==> src/hw/rx_mac_pkg.sv <==
// Constants and types for the receive side of the MAC interface
package rx_mac_pkg;
  typedef enum logic [1:0] {mode_mii, mode_rmii, mode_serial} mode_t;

  // Timing
  localparam int CLK_PERIOD_NS = 100;
  localparam int HB_TIME_NS = 1000;
  localparam int HB_CYCLES = (HB_TIME_NS + CLK_PERIOD_NS - 1) / CLK_PERIOD_NS;

  // Receive clock synthesis from reference edges: add INC per edge, toggle at MOD
  localparam logic [3:0] DIV_MII100_INC = 4'h1;
  localparam logic [3:0] DIV_MII100_MOD = 4'h1;
  localparam logic [3:0] DIV_MII10_INC = 4'h1;
  localparam logic [3:0] DIV_MII10_MOD = 4'hA;
  localparam logic [3:0] DIV_SER_INC = 4'h2;
  localparam logic [3:0] DIV_SER_MOD = 4'h5;

  // Register byte offsets
  localparam logic [3:0] REG_CTRL = 4'h0;
  localparam logic [3:0] REG_STATUS = 4'h4;
  localparam logic [3:0] REG_ERRCNT = 4'h8;

  // Control fields
  localparam int CTRL_MODE_LSB = 0;
  localparam int CTRL_SPEED100_BIT = 2;
  localparam int CTRL_FULL_DUPLEX_BIT = 3;
  localparam int CTRL_HB_EN_BIT = 4;
  localparam logic [1:0] CTRL_MODE_RMII = 2'h1;
  localparam logic [1:0] CTRL_MODE_SERIAL = 2'h2;

  // Status fields
  localparam int STAT_CRS_BIT = 0;
  localparam int STAT_DV_BIT = 1;
  localparam int STAT_COL_BIT = 2;
  localparam int STAT_ER_BIT = 3;
  localparam int STAT_HB_BIT = 4;

  // Reset values and error count limit
  localparam logic RST_SPEED100 = 1'b1;
  localparam logic RST_FULL_DUPLEX = 1'b0;
  localparam logic RST_HB_EN = 1'b1;
  localparam logic [15:0] ERRCNT_MAX = 16'hFFFF;
endpackage : rx_mac_pkg

==> src/hw/rx_mac_if.sv <==
// Receive pins, reference clock copy and Wishbone control of the MAC interface
//
// Contract
// - MII drives recovered receive clock, 25 MHz at 100 Mb/s, 2.5 MHz at 10.
// - RMII leaves receive clock unused; everything timed from 50 MHz reference.
// - Serial 10 Mb/s mode drives a 10 MHz recovered receive clock.
// - MII data valid high only while the nibble carries valid data.
// - RMII data valid is synchronous and independent of carrier sense.
// - Serial mode does not use data valid or receive error.
// - MII 100 Mb/s raises receive error on invalid symbol inside packet.
// - RMII 100 Mb/s raises receive error on media error while data valid.
// - On receive error the passed data is corrupted; MAC may ignore error.
// - MII drives nibble data synchronous to receive clock, valid with valid flag.
// - RMII drives dibit data synchronous to the 50 MHz reference.
// - Serial mode drives bit 0 only, valid while carrier high; upper bits unused.
// - MII and serial carrier high while medium busy; serial carrier frames data.
// - RMII drives combined carrier sense and data valid per RMII.
// - MII half duplex raises collision on simultaneous transmit and receive.
// - 10 Mb/s half duplex with heartbeat pulses collision about 1 us after transmit; code holds col for 1 us from two cycles after transmit, never in RMII.
// - Full duplex holds collision low and gives no heartbeat.
// - Serial mode raises collision on simultaneous transmit and receive.
// - Reference clock copy is driven out for other system parts.
//
// Implementation choices: the register offsets and the Wishbone slave port.
`timescale 1ns/100ps
`default_nettype none
module rx_mac_if
  import rx_mac_pkg::*;
(
  input wire logic ref_clk,
  input wire logic nrst,
  input wire logic clk_en,
  input wire logic ref_clock_in,
  input wire logic medium_busy,
  input wire logic tx_active,
  input wire logic line_valid,
  input wire logic [3:0] line_data,
  input wire logic line_err,
  output logic line_ready,
  output logic rx_clk,
  output logic [3:0] rxd,
  output logic rx_dv,
  output logic rx_er,
  output logic crs,
  output logic col,
  output logic ref_clock_out,
  input wire logic wb_cyc_i,
  input wire logic wb_stb_i,
  input wire logic wb_we_i,
  input wire logic [3:0] wb_adr_i,
  input wire logic [3:0] wb_sel_i,
  input wire logic [31:0] wb_dat_i,
  output logic [31:0] wb_dat_o,
  output logic wb_ack_o
);

  typedef struct packed {
    logic ref_s1;
    logic ref_s2;
    logic ref_p;
    logic ref_out;
    logic [3:0] acc;
    logic rx_clk;
    logic [3:0] rxd;
    logic rx_dv;
    logic rx_er;
    logic crs;
    logic col;
    logic dibit_ph;
    logic tx_prev;
    logic [3:0] hb_cnt;
    mode_t mode;
    logic speed100;
    logic full_dup;
    logic hb_en;
    logic ack;
    logic [31:0] dat;
    logic [15:0] err_cnt;
  } state_t;

  state_t s_q;
  state_t s_d;
  logic tick;

  function automatic logic [3:0] div_inc(input mode_t m, input logic fast);
    if (m == mode_serial) begin
      div_inc = DIV_SER_INC;
    end else if (fast) begin
      div_inc = DIV_MII100_INC;
    end else begin
      div_inc = DIV_MII10_INC;
    end
  endfunction : div_inc

  function automatic logic [3:0] div_mod(input mode_t m, input logic fast);
    if (m == mode_serial) begin
      div_mod = DIV_SER_MOD;
    end else if (fast) begin
      div_mod = DIV_MII100_MOD;
    end else begin
      div_mod = DIV_MII10_MOD;
    end
  endfunction : div_mod

  function automatic mode_t decode_mode(input logic [1:0] v);
    if (v == CTRL_MODE_RMII) begin
      decode_mode = mode_rmii;
    end else if (v == CTRL_MODE_SERIAL) begin
      decode_mode = mode_serial;
    end else begin
      decode_mode = mode_mii;
    end
  endfunction : decode_mode

  always_comb begin
    logic ref_edge;
    logic ref_rise;
    logic [4:0] acc_sum;
    logic toggle;
    logic err_ev;
    logic hb_ok;
    logic wr;
    logic [31:0] rdat;
    ref_edge = 1'b0;
    ref_rise = 1'b0;
    acc_sum = 5'h00;
    toggle = 1'b0;
    err_ev = 1'b0;
    hb_ok = 1'b0;
    wr = 1'b0;
    rdat = 32'h0000_0000;
    s_d = s_q;
    tick = 1'b0;

    // Reference sampled through two flops before use
    s_d.ref_s1 = ref_clock_in;
    s_d.ref_s2 = s_q.ref_s1;
    s_d.ref_p = s_q.ref_s2;
    ref_edge = s_q.ref_s2 ^ s_q.ref_p;
    ref_rise = s_q.ref_s2 & ~s_q.ref_p;
    s_d.ref_out = s_q.ref_s2;

    case (s_q.mode)
      mode_rmii: begin
        // receive clock idle, timed by reference
        s_d.rx_clk = 1'b0;
        s_d.acc = 4'h0;
        tick = ref_rise;
      end
      default: begin
        if (ref_edge) begin
          acc_sum = {1'b0, s_q.acc} + {1'b0, div_inc(s_q.mode, s_q.speed100)};
          if (acc_sum >= {1'b0, div_mod(s_q.mode, s_q.speed100)}) begin
            acc_sum = acc_sum - {1'b0, div_mod(s_q.mode, s_q.speed100)};
            toggle = 1'b1;
          end
          s_d.acc = acc_sum[3:0];
        end
        if (toggle) begin
          s_d.rx_clk = ~s_q.rx_clk;
        end
        tick = toggle & s_q.rx_clk;
      end
    endcase

    // Outputs launched on falling receive clock or rising reference
    if (tick) begin
      if (line_valid) begin
        err_ev = line_err & s_q.speed100 & (s_q.mode != mode_serial);
        case (s_q.mode)
          mode_rmii: begin
            s_d.rxd = {2'b00, line_data[1:0] ^ {2{line_err}}};
          end
          mode_serial: begin
            s_d.rxd = {3'b000, line_data[0]};
          end
          default: begin
            s_d.rxd = line_data ^ {4{line_err}};
          end
        endcase
        s_d.rx_dv = (s_q.mode != mode_serial);
        s_d.rx_er = err_ev;
        s_d.dibit_ph = ~s_q.dibit_ph;
      end else begin
        s_d.rxd = 4'h0;
        s_d.rx_dv = 1'b0;
        s_d.rx_er = 1'b0;
        s_d.dibit_ph = 1'b0;
      end
      if (s_q.mode == mode_rmii) begin
        // carrier, then toggling while data drains
        s_d.crs = medium_busy | (line_valid & s_q.dibit_ph);
      end else begin
        s_d.crs = medium_busy;
      end
    end

    s_d.tx_prev = tx_active;
    hb_ok = ~s_q.speed100 & ~s_q.full_dup & s_q.hb_en & (s_q.mode != mode_rmii);
    if (s_q.tx_prev & ~tx_active & hb_ok) begin
      s_d.hb_cnt = 4'(HB_CYCLES);
    end else if (s_q.hb_cnt != 4'h0) begin
      s_d.hb_cnt = s_q.hb_cnt - 4'h1;
    end
    if (s_q.full_dup | (s_q.mode == mode_rmii)) begin
      s_d.col = 1'b0;
      s_d.hb_cnt = 4'h0;
    end else begin
      s_d.col = (medium_busy & tx_active) | (s_q.hb_cnt != 4'h0);
    end

    // Wishbone classic slave, one wait state
    s_d.ack = wb_cyc_i & wb_stb_i & ~s_q.ack;
    wr = wb_cyc_i & wb_stb_i & wb_we_i & s_q.ack;
    if (wb_adr_i == REG_CTRL) begin
      rdat[CTRL_MODE_LSB +: 2] = (s_q.mode == mode_rmii) ? CTRL_MODE_RMII :
                                 (s_q.mode == mode_serial) ? CTRL_MODE_SERIAL : 2'h0;
      rdat[CTRL_SPEED100_BIT] = s_q.speed100;
      rdat[CTRL_FULL_DUPLEX_BIT] = s_q.full_dup;
      rdat[CTRL_HB_EN_BIT] = s_q.hb_en;
    end else if (wb_adr_i == REG_STATUS) begin
      rdat[STAT_CRS_BIT] = s_q.crs;
      rdat[STAT_DV_BIT] = s_q.rx_dv;
      rdat[STAT_COL_BIT] = s_q.col;
      rdat[STAT_ER_BIT] = s_q.rx_er;
      rdat[STAT_HB_BIT] = (s_q.hb_cnt != 4'h0);
    end else if (wb_adr_i == REG_ERRCNT) begin
      rdat[15:0] = s_q.err_cnt;
    end
    if (wb_cyc_i & wb_stb_i & ~s_q.ack & ~wb_we_i) begin
      s_d.dat = rdat;
    end
    if (wr & (wb_adr_i == REG_CTRL) & wb_sel_i[0]) begin
      s_d.mode = decode_mode(wb_dat_i[CTRL_MODE_LSB +: 2]);
      s_d.speed100 = wb_dat_i[CTRL_SPEED100_BIT];
      s_d.full_dup = wb_dat_i[CTRL_FULL_DUPLEX_BIT];
      s_d.hb_en = wb_dat_i[CTRL_HB_EN_BIT];
    end
    // Error count: clear restarts the count, and a same-cycle error counts as one
    if (wr & (wb_adr_i == REG_ERRCNT)) begin
      s_d.err_cnt = {15'h0000, err_ev};
    end else if (err_ev & (s_q.err_cnt != ERRCNT_MAX)) begin
      s_d.err_cnt = s_q.err_cnt + 16'h0001;
    end
  end

  always_ff @(posedge ref_clk) begin
    if (!nrst) begin
      s_q <= '0;
      s_q.mode <= mode_mii;
      s_q.speed100 <= RST_SPEED100;
      s_q.full_dup <= RST_FULL_DUPLEX;
      s_q.hb_en <= RST_HB_EN;
    end else if (clk_en) begin
      s_q <= s_d;
    end
  end

  assign line_ready = tick & line_valid & clk_en;
  assign rx_clk = s_q.rx_clk;
  assign rxd = s_q.rxd;
  assign rx_dv = s_q.rx_dv;
  assign rx_er = s_q.rx_er;
  assign crs = s_q.crs;
  assign col = s_q.col;
  assign ref_clock_out = s_q.ref_out;
  assign wb_dat_o = s_q.dat;
  assign wb_ack_o = s_q.ack;
endmodule : rx_mac_if
`default_nettype wire

==> config.mk <==
export PLATFORM = sky130hd
export DESIGN_NAME = rx_mac_if
export DESIGN_NICKNAME = d
export VERILOG_FILES = /design/src/hw/rx_mac_pkg.sv /design/src/hw/rx_mac_if.sv
export SDC_FILE = /design/constraint.sdc
export NUM_CORES = 1
export LEC_CHECK = 0
export ABC_AREA = 0
export BUFFER_PORTS_ARGS = -buffer_cell sky130_fd_sc_hd__buf_2
export CORE_ASPECT_RATIO = 1.75
export CORE_MARGIN = 3
export CORE_UTILIZATION = 30
export DETAILED_ROUTE_END_ITERATION = 10
export MAX_ROUTING_LAYER = met4
export PLACE_DENSITY = 0.47
export SYNTH_ARGS = -nofsm -noshare
export SYNTH_HDL_FRONTEND = slang
export SYNTH_SLANG_ARGS = --single-unit
==> constraint.sdc <==
create_clock -name ref_clk -period 5.6 [get_ports ref_clk]
set_clock_uncertainty 0.15 [all_clocks]
set_input_delay 1.12 -clock ref_clk [delete_from_list [all_inputs] [get_ports ref_clk]]
set_output_delay 1.12 -clock ref_clk [all_outputs]
set_load 0.02 [all_outputs]
== After elaboration in Yosys (flattened, before gate mapping) ==
Index checks and enable logic that the tools add are counted.

* Flip-flop bits (word level): 60
* Logic and storage cells: 122

* Add/subtract/negate cells: 4
* $lt $le $gt $ge: 1
* Equal/unequal tests: 9
* Mux-type cells: 39
* Bitwise operators: 36
* Reductions and logical operators: 13

{| class="wikitable"
|+ Operators by type and width
! cell !! count
|-
| 2-to-1 mux 4 bit || 14
|-
| 2-to-1 mux 16 bit || 3
|-
| AND 1 bit || 22
|-
| 2-to-1 mux 11 bit || 2
|-
| adder 16 x 1 -> 16 bit, second input constant || 1
|-
| != test 16 bit, second input constant || 1
|-
| 2-to-1 mux 5 bit || 3
|-
| AND reduction 2 bit || 7
|-
| 2-to-1 mux 1 bit || 10
|-
| 2-to-1 mux 2 bit || 5
|-
| inverter 1 bit || 8
|-
| one-hot mux 4 bit (2 select lines) || 1
|-
| 2-to-1 mux 6 bit || 1
|-
| nonzero test 2 bit || 3
|-
| adder 4 x 4 -> 5 bit || 1
|-
| >= comparator 5 x 4 -> 1 bit || 1
|-
| equality test 2 x 1 -> 1 bit, second input constant || 2
|-
| equality test 2 bit, second input constant || 2
|-
| equality test 4 x 3 -> 1 bit, second input constant || 1
|-
| equality test 4 bit, second input constant || 1
|-
| logical NOT 4 bit || 1
|-
| nonzero test 4 bit || 1
|-
| subtractor 4 x 1 -> 4 bit, second input constant || 1
|-
| subtractor 4 bit || 1
|-
| other kinds (7) || 9
|}

== Longest topological paths before layout ==
Gate-level depths: netlist of the first run.

* Word-level depth: 15
* Depth in mapped cells: 16

== Least setup slack after synthesis of the first run ==
OpenSTA, ideal clock, no wires.

* Kind: register to output
* Start: reg s_q[52] (netlist bit)
* End: out line_ready
* Arrival time: 2.811 ns
* Data required time: 4.330 ns
* Slack: 1.519 ns
* Stages on the path, launching flop included: 15
* Cells stage by stage: dfxtp_1 -> inv_1 -> ha_1 -> clkbuf_1 -> inv_1 -> ha_1 -> ha_1 -> ha_1 -> nor2b_1 -> a311oi_2 -> nand4_2 -> a21oi_1 -> o21ai_0 -> buf_2 -> nor2_1

* Word-level cells in the longest chain between the ends: 13

{| class="wikitable"
|+ RTL lines
! what !! RTL line !! source
|-
| start: declaration || rx_mac_if.sv:81 || <nowiki>state_t s_q;</nowiki>
|-
| equality test 2 bit || rx_mac_if.sv:86, rx_mac_if.sv:96 ||
|-
| 2-to-1 mux 2 bit || rx_mac_if.sv:86 || <nowiki>if (m == mode_serial) begin</nowiki>
|-
| 2-to-1 mux 4 bit || rx_mac_if.sv:151 || <nowiki>if (ref_edge) begin</nowiki>
|-
| 2-to-1 mux 4 bit || rx_mac_if.sv:143 || <nowiki>case (s_q.mode)</nowiki>
|-
| adder 4 x 4 -> 5 bit || rx_mac_if.sv:152 || <nowiki>acc_sum = {1'b0, s_q.acc} + {1'b0, div_inc(s_q.mode, s_q.speed100)};</nowiki>
|-
| >= comparator 5 x 4 -> 1 bit || rx_mac_if.sv:153 || <nowiki>if (acc_sum >= {1'b0, div_mod(s_q.mode, s_q.speed100)}) begin</nowiki>
|-
| 2-to-1 mux 1 bit || rx_mac_if.sv:153 ||
|-
| 2-to-1 mux 1 bit || rx_mac_if.sv:151 ||
|-
| 2-to-1 mux 1 bit || rx_mac_if.sv:143 ||
|-
| AND 1 bit || rx_mac_if.sv:162 || <nowiki>tick = toggle & s_q.rx_clk;</nowiki>
|-
| 2-to-1 mux 1 bit * || rx_mac_if.sv:143 ||
|-
| AND 1 bit * (2 in series) || rx_mac_if.sv:259 || <nowiki>assign line_ready = tick & line_valid & clk_en;</nowiki>
|-
| end: declaration || rx_mac_if.sv:39 || <nowiki>output logic line_ready,</nowiki>
|}

Mark *: on every way between the ends. The rest lies on a longest branch, timed or not. The select of a mux whose other input is x is not followed.

== Worst setup path after layout of the first run ==
* Start: reg s_q[53] (netlist bit)
* End: out line_ready

Same word-level chain as after synthesis.

==> results of run 1 <==
-- area by class of cell --
class / instances / area [sq um]
Timing Repair Buffer: 54 / 275
Sequential cell: 60 / 1200
Tap cell: 165 / 206
Clock buffer: 12 / 267
Clock inverter: 3 / 68.8
Multi-Input combinational cell: 360 / 2210
Inverter: 15 / 56.3
Fill cell: 1353 / 7920
-- cell usage after synthesis (2+ instances only) --
cell      count
or3_1         6
nor3b_1       4
or4_1         4
o21ai_0      19
and3_1        6
nor4_1        6
nor2b_1       9
a22oi_1       8
nand3b_1      2
ha_1         11
o311ai_0      3
nor4b_1       2
o211a_1       3
nor3_1        4
o211ai_1      4
clkbuf_1     20
buf_2         3
nand4_1       9
o31a_1        4
nand2b_1      7
mux2i_1      13
a22o_1        2
xnor2_1       3
a31oi_1       8
and2_1        6
nand2_1      62
dfxtp_1      60
inv_1        13
nor4bb_1      4
buf_4        39
and4_1        3
a21oi_1      43
nor2_1       34
xor2_1        2
nand3_1      27
or2_2         3
-- cell usage in the layout, fill, tap and decap left out, types with 7 or more instances in the layout --
cell / count
clkbuf_16: 9
a21oi_1: 43
conb_1: 16
nor2b_1: 9
nand3_1: 27
nand4_1: 9
dfxtp_1: 60
buf_2: 52
mux2i_1: 13
ha_1: 11
o21ai_0: 19
nand2_1: 62
a22oi_1: 8
nor2_1: 34
a31oi_1: 8
nand2b_1: 7
inv_1: 13
-- sequential cells by signal, summed over array words and instances, names as in the netlist --
| signal | cells |
|---|---|
| rx_er | 1 |
| wb_dat_o | 16 |
| wb_ack_o | 1 |
| rx_clk | 1 |
| s_d | 2 |
| rx_dv | 1 |
| crs | 1 |
| s_q | 31 |
| ref_clock_out | 1 |
| col | 1 |
| rxd | 4 |
-- kinds of logic (layout without fill, tap and decap cells) --
group / count (synthesis) / count (layout) / share of synthesized area
multiplexers: 14 / 14 / 0.0371
AND/OR/NAND/NOR: 203 / 203 / 0.275
XOR/XNOR: 5 / 5 / 0.0115
other: 1 / 16 / 0.000985
buffers and inverters: 78 / 84 / 0.118
AO/OA/AOI/OAI: 110 / 110 / 0.200
adder cells (fa/ha/maj): 12 / 12 / 0.0414
flip-flops: 60 / 60 / 0.315
-- where the power goes --
| part | switching (mW) | internal, mW | total, mW |
|---|---|---|---|
| Clock | 0.196 | 0.424 | 0.620 |
| Sequential | 0.0172 | 0.444 | 0.461 |
| Combinational | 0.106 | 0.0657 | 0.171 |
-- metrics by stage --
step                      instance area, sq um  hold WS [ns]  utilization  setup slack (ns)  std cells
after floorplan                           3860         0.282            -              1.52        498
after detailed placement                  3950         0.292        0.324              1.19        654
after global placement                    3950         0.286        0.324              1.27        654
after CTS                                 4290         0.302        0.351             0.847        669
final                                     4290         0.297        0.351             0.876        669
after global routing                      4290         0.321        0.351             0.679        669
-- worst max-delay path: cells and delay by family, from the launching register on --
family / cells / cell delay, ns
compound gates: 4 / 0.95
xor+xnor: 1 / 0.24
fa+ha+maj: 2 / 0.92
buf+inv: 2 / 0.39
flops: 1 / 0.39
simple gates: 2 / 0.23
-- routing by layer --
layer	vias to the layer above	track usage	share of wire
met5	-	-	0
met1	1647	0.160	0.40
li1	1718	-	-
met2	94	0.287	0.55
met4	0	0.0619	0.017
met3	19	0.0276	0.036
-- final timing paths --
kind / to / slack [ns] / cells after the start
worst max-delay path: line_ready / 0.88 / 11
worst min-delay path: wb_dat_o[15] / 0.30 / 2
worst max register to register: s_q[3] / 1.37 / 10
worst min register to register: wb_dat_o[15] / 0.30 / 2
==> metrics.md, run 1 <==
| Metric | Value |
|---|---|
| Num ports | 99 |
| Reg2reg start | s_q[53] |
| DR vias | approximately 3,500 |
| Post-CTS setup buffers | 0 |
| Final Slew Violations | 0 |
| GRT Total Usage | 0.155 |
| Post-synth top area cell | dfxtp_1 |
| Largest fanout on the critical path | 14 |
| Critical Path AT | around 3.5 ns |
| Gpl congestion | between 0.8 and 0.9 |
| VDD IR max | slightly below 0.2 mV |
| Die ar. | 14,100 sq um |
| Chip width | 91.2 um |
| Mapped cell area | roughly 3800 sq um |
| RSZ-0062 raised after global routing | no |
| Total CTS buffers | 9 |
| Leakage | around 1.7 nW |
| Synth warnings | 0 |
| Syn Area/Cell | slightly below 8 sq um |
| Clock Path Buffers | 2 |
| Total power | around 1.3 mW |
| Critical path's slowest cell | ha_1 |
| IO Port Bufs | 52 |
| Top FF cell, synth | dfxtp_1 |
| # nets final | 567 |
| Worst-path cell chain | ha_1 > xor2_1 > ha_1 > nor2b_1 > a2111oi_4 > a41oi_4 > a21oi_1 > o21ai_0 > buf_4 > nor2_1 > buf_2 |
| Routed WL per cell | ~16 um |
| Residual DRC | 0 |
| Period minus WS final | 4.72 ns |
| DR pass1 iterations | 5 |
| Final HPWL DP | between 7000 and 8000 um |
| Routed Antenna Nets | 0 |
| Hold_buf cts | 0 |
| Fin crit share | 0.844 |
| Critical path class | flop to primary output |
| Relative slew slack | 0.316 |
| Largest net degree at the start of global routing | 54 |
| Worst setup SP type | flop |
| H-tree Lvls | 3 |
| GRT overflow | 0 |
| Worst min-delay path class | flop to flop |
| Area grow syn2layout | 12.6% |
| First-pass GRT wire length | 17,000 um |
| Die Y | 155 um |
| Post-synth EDFFs | 0 |
| Clock Sinks | 60 |
| Setup TNS | 0 ns |
| Drt total wl | 10,400 um |
| Synth top area share | 0.315 |
| Sequential-to-total area share from yosys stat | 0.315 |
| Synth top area cells | dfxtp_1 (32%), buf_4 (7.7%), nand2_1 (6.1%) |
| #FFs+latches synth | 60 |
| Number of max-cap violations | 0 |
| PostCTS Resize Cnt | 0 |
| CP required | ~4.3 ns |
| FP Rows | 53 |
| Drt first-iter violations | ~190 |
| Clock Latency Late Sink | about 0.33 ns |
| Share of layout cells above drive strength 1 | 0.165 |
| Root buffer cell | clkbuf_16 |
| Syn Inst Count | between 400 and 500 |
| Fmax | 0.212 GHz |
| Post-synthesis cell type count | 63 |
| Status | completed |
| Clock slew at reported path FFs | 0.05 ns |
| Asr flop ratio synth | 0 |
| # setup viols final | 0 |
| CP most frequent cell | ha_1 |
| Initial antenna violation count | 0 |
| CTS tree | built |
| Vias per cell | roughly 5.2 |
| CP Capture Type | primary output |
| Initial Util | 0.312 |
| Final hold violations | 0 |
| CP peak stage delay | about 0.48 ns |
| Antenna Cells | 0 |
| Tightest Pin Transition | 1.02 ns |
| Critical Path Start | s_q[53] |
| PD cells | 292 nW/um^2 |
| Vias in the first global route | roughly 3,400 |
| Hold Path Origin | wb_dat_o[15] |
| Core ar. | approximately 12,000 sq um |
Note: power is estimated with default switching activity, not from simulation.
==> run 2: changes to the inputs <==
- ABC_AREA: 0 -> 1
- PLACE_DENSITY: 0.47 -> 0.49
- clock period: 5.6 -> 4.1 ns (I/O delays scaled with it)
==> run 2 against run 1 <==
Die area shrank 1.7%. Sequential share of layout area grew 0.16 points. Core utilization grew 0.18 points. Global-route usage is essentially flat. Cell count grew 9.1%. Largest power group unchanged. Register-to-register slack lost 0.29 ns. Flip-flop and latch count is the same. Clock power grew 29%.
==> metrics.md, run 2 <==
| Metric | Value |
|---|---|
| DR vias | 3,469 |
| Clock Sinks | 60 |
| Critical Path AT | approximately 2.9 ns |
| Clock Path Buffers | 2 |
| CP Capture Type | primary output |
| PD cells | 395 nW/um^2 |
| RR Endpoint | s_q[4] |
| Chip width | ~90 um |
| Clock slew at reported path FFs | 0.05 ns |
| # nets final | around 630 |
| Residual DRC | 0 |
| Reg2reg start | s_q[52] |
| Antenna Cells | 0 |
| Most frequent cells after synthesis | nand2_1 (95), dfxtp_1 (60), nand3_1 (55) |
| Vias in the first global route | approximately 3,400 |
| Biggest register | s_q |
| Post-synth EDFFs | 0 |
| Post-route cell area | approximately 4300 sq um |
| Most common cell in the netlist | nand2_1 |
| Filler Cell Count | about 1,400 |
| Number of max-cap violations | 0 |
| RSZ-0062 raised after global routing | no |
| H-tree Lvls | 3 |
| #FFs+latches synth | 60 |
| # setup viols final | 0 |
| CP most frequent cell | ha_1 |
| Sequential-to-total area share from yosys stat | 0.321 |
| Post-synth top area cell | dfxtp_1 |
| Critical Path Start | s_q[52] |
| Worst-path cell chain | inv_1 > ha_2 > inv_1 > ha_1 > ha_1 > ha_1 > nand4_1 > nand3_1 > nand2_1 > nand3_4 > nand3_4 > nor2_4 > buf_2 |
| Fin crit share | 0.931 |
| IO Port Bufs | 52 |
| Critical path's slowest cell | ha_1 |
| Critical path class | flop to primary output |
| CP required | ~3.1 ns |
| Final HPWL DP | 7950 um |
| Leakage | 1.86 nW |
| Asr flop ratio synth | 0 |
| First-pass GRT wire length | ~17,000 um |
| Worst min-delay path class | flop to flop |
| Die Y | 154 um |
| Relative slew slack | 0.473 |
| Clock Latency Late Sink | ~0.33 ns |
| Fmax | between 0.2 and 0.3 GHz |
| Area grow syn2layout | 14.0% |
| Placed cell area | 3930 sq um |
| Gpl congestion | around 0.85 |
| Drt total wl | 10,300 um |
| DR pass1 iterations | 4 |
| Initial antenna violation count | 0 |
| CP peak stage delay | 0.33 ns |
| Tightest Pin Transition | between 0.7 and 0.8 ns |
| Total CTS buffers | 9 |
| Setup TNS | 0 ns |
| GRT overflow | 0 |
| Mapped cell area | ~3700 sq um |
| Flop-to-flop setup slack | around 1.1 ns |
| Final Slew Violations | 0 |
| Synth warnings | 0 |
| Syn Area/Cell | roughly 7 sq um |
| Die ar. | 13,900 sq um |
| Cells on worst reg2reg path | 15 |
| FP Rows | between 50 and 60 |
| VDD IR max | approximately 0.21 mV |
| Share of layout cells above drive strength 1 | 0.209 |
| Commonest non-fill, non-tap cell in the layout | nand2_1 |
| Vias per cell | between 4 and 5 |
| Period minus WS final | around 3.8 ns |
| PostCTS Resize Cnt | 0 |
| Routed Antenna Nets | 0 |
| Top FF cell, synth | dfxtp_1 |
| Routed WL per cell | ~14 um |
| Status | completed |
| Commonest cells after routing, fill and taps aside | nand2_1 (95), dfxtp_1 (60), nand3_1 (55) |
| Syn Inst Count | 532 |
| Largest fanout on the critical path | 9 |
| Final hold violations | 0 |
| Core ar. | ~12,000 sq um |
| Root buffer cell | clkbuf_16 |
| Hold_buf cts | 0 |
| Post-CTS setup buffers | 0 |
| Worst Setup EP | line_ready |
| Synth top area share | 0.321 |
| Largest net degree at the start of global routing | 34 |
| CTS tree | built |
| Max reg flops | 31 |
| Worst setup SP type | flop |
| Initial Util | 0.310 |
| Post-synthesis cell type count | between 40 and 50 |
| Num ports | 99 |
| GRT Total Usage | 0.155 |
| Drt first-iter violations | about 130 |
| Synth top area cells | dfxtp_1 (32%), nand2_1 (9.5%), nand3_1 (7.4%) |
run 2: routing by layer:
| layer | routed length, um | up-vias | GRT usage |
|---|---|---|---|
| li1 | - | 1769 | - |
| met1 | 3750 | 1622 | 0.148 |
| met2 | 6060 | 68 | 0.308 |
| met3 | 312 | 10 | 0.0259 |
| met4 | 170 | 0 | 0.0482 |
| met5 | 0 | - | - |
run 2: worst min path at each step:
stage | end | start | slack, ns | cells past startpoint
floorplan | wb_dat_o[5] | wb_dat_o[5] | 0.29 | 2
global placement | rxd[2] | rxd[2] | 0.30 | 2
detailed placement | wb_dat_o[12] | wb_dat_o[12] | 0.31 | 2
CTS | wb_dat_o[10] | wb_dat_o[10] | 0.31 | 2
global route | wb_dat_o[10] | wb_dat_o[10] | 0.33 | 2
finish | wb_dat_o[6] | wb_dat_o[6] | 0.31 | 2
run 2: cell type report:
type                    count  area [sq um]  share of cell area
multi-input cells         373          2020               0.475
flip-flops and latches     60          1200               0.282
clock buffers              13           280              0.0658
repair buffers             54           275              0.0646
inverters                  62           233              0.0546
well taps                 165           206              0.0484
clock inverters             3          42.5             0.00998
run 2: critical path, delay by kind of cell (launching register included):
family / cells / cell delay, ns
simple gates: 6 / 0.71
fa+ha+maj: 4 / 1.10
flops: 1 / 0.31
buf+inv: 3 / 0.40
run 2: power breakdown:
part | leakage [nW] | switching [mW] | internal, mW
clock network | 0.158 | 0.265 | 0.535
registers | 0.486 | 0.0210 | 0.614
logic | 1.22 | 0.160 | 0.0866
run 2: cell families after synthesis:
group           Yosys count  share of synthesized area
buf+inv                 114                      0.155
compound gates           98                      0.157
simple gates            242                      0.313
xor+xnor                  5                     0.0117
flops                    60                      0.321
fa+ha+maj                12                     0.0422
other cells               1                    0.00100
run 2: per-stage QoR:
stage	util	total power [mW]	std cells	hold WS, ns	setup WS, ns
final	0.353	1.68	730	0.313	0.282
after global routing	0.353	1.76	730	0.330	0.0418
after CTS	0.352	1.70	730	0.314	0.0996
after global placement	0.326	0.881	714	0.305	0.462
after floorplan	-	0.836	547	0.294	0.880
after detailed placement	0.326	0.892	714	0.307	0.440
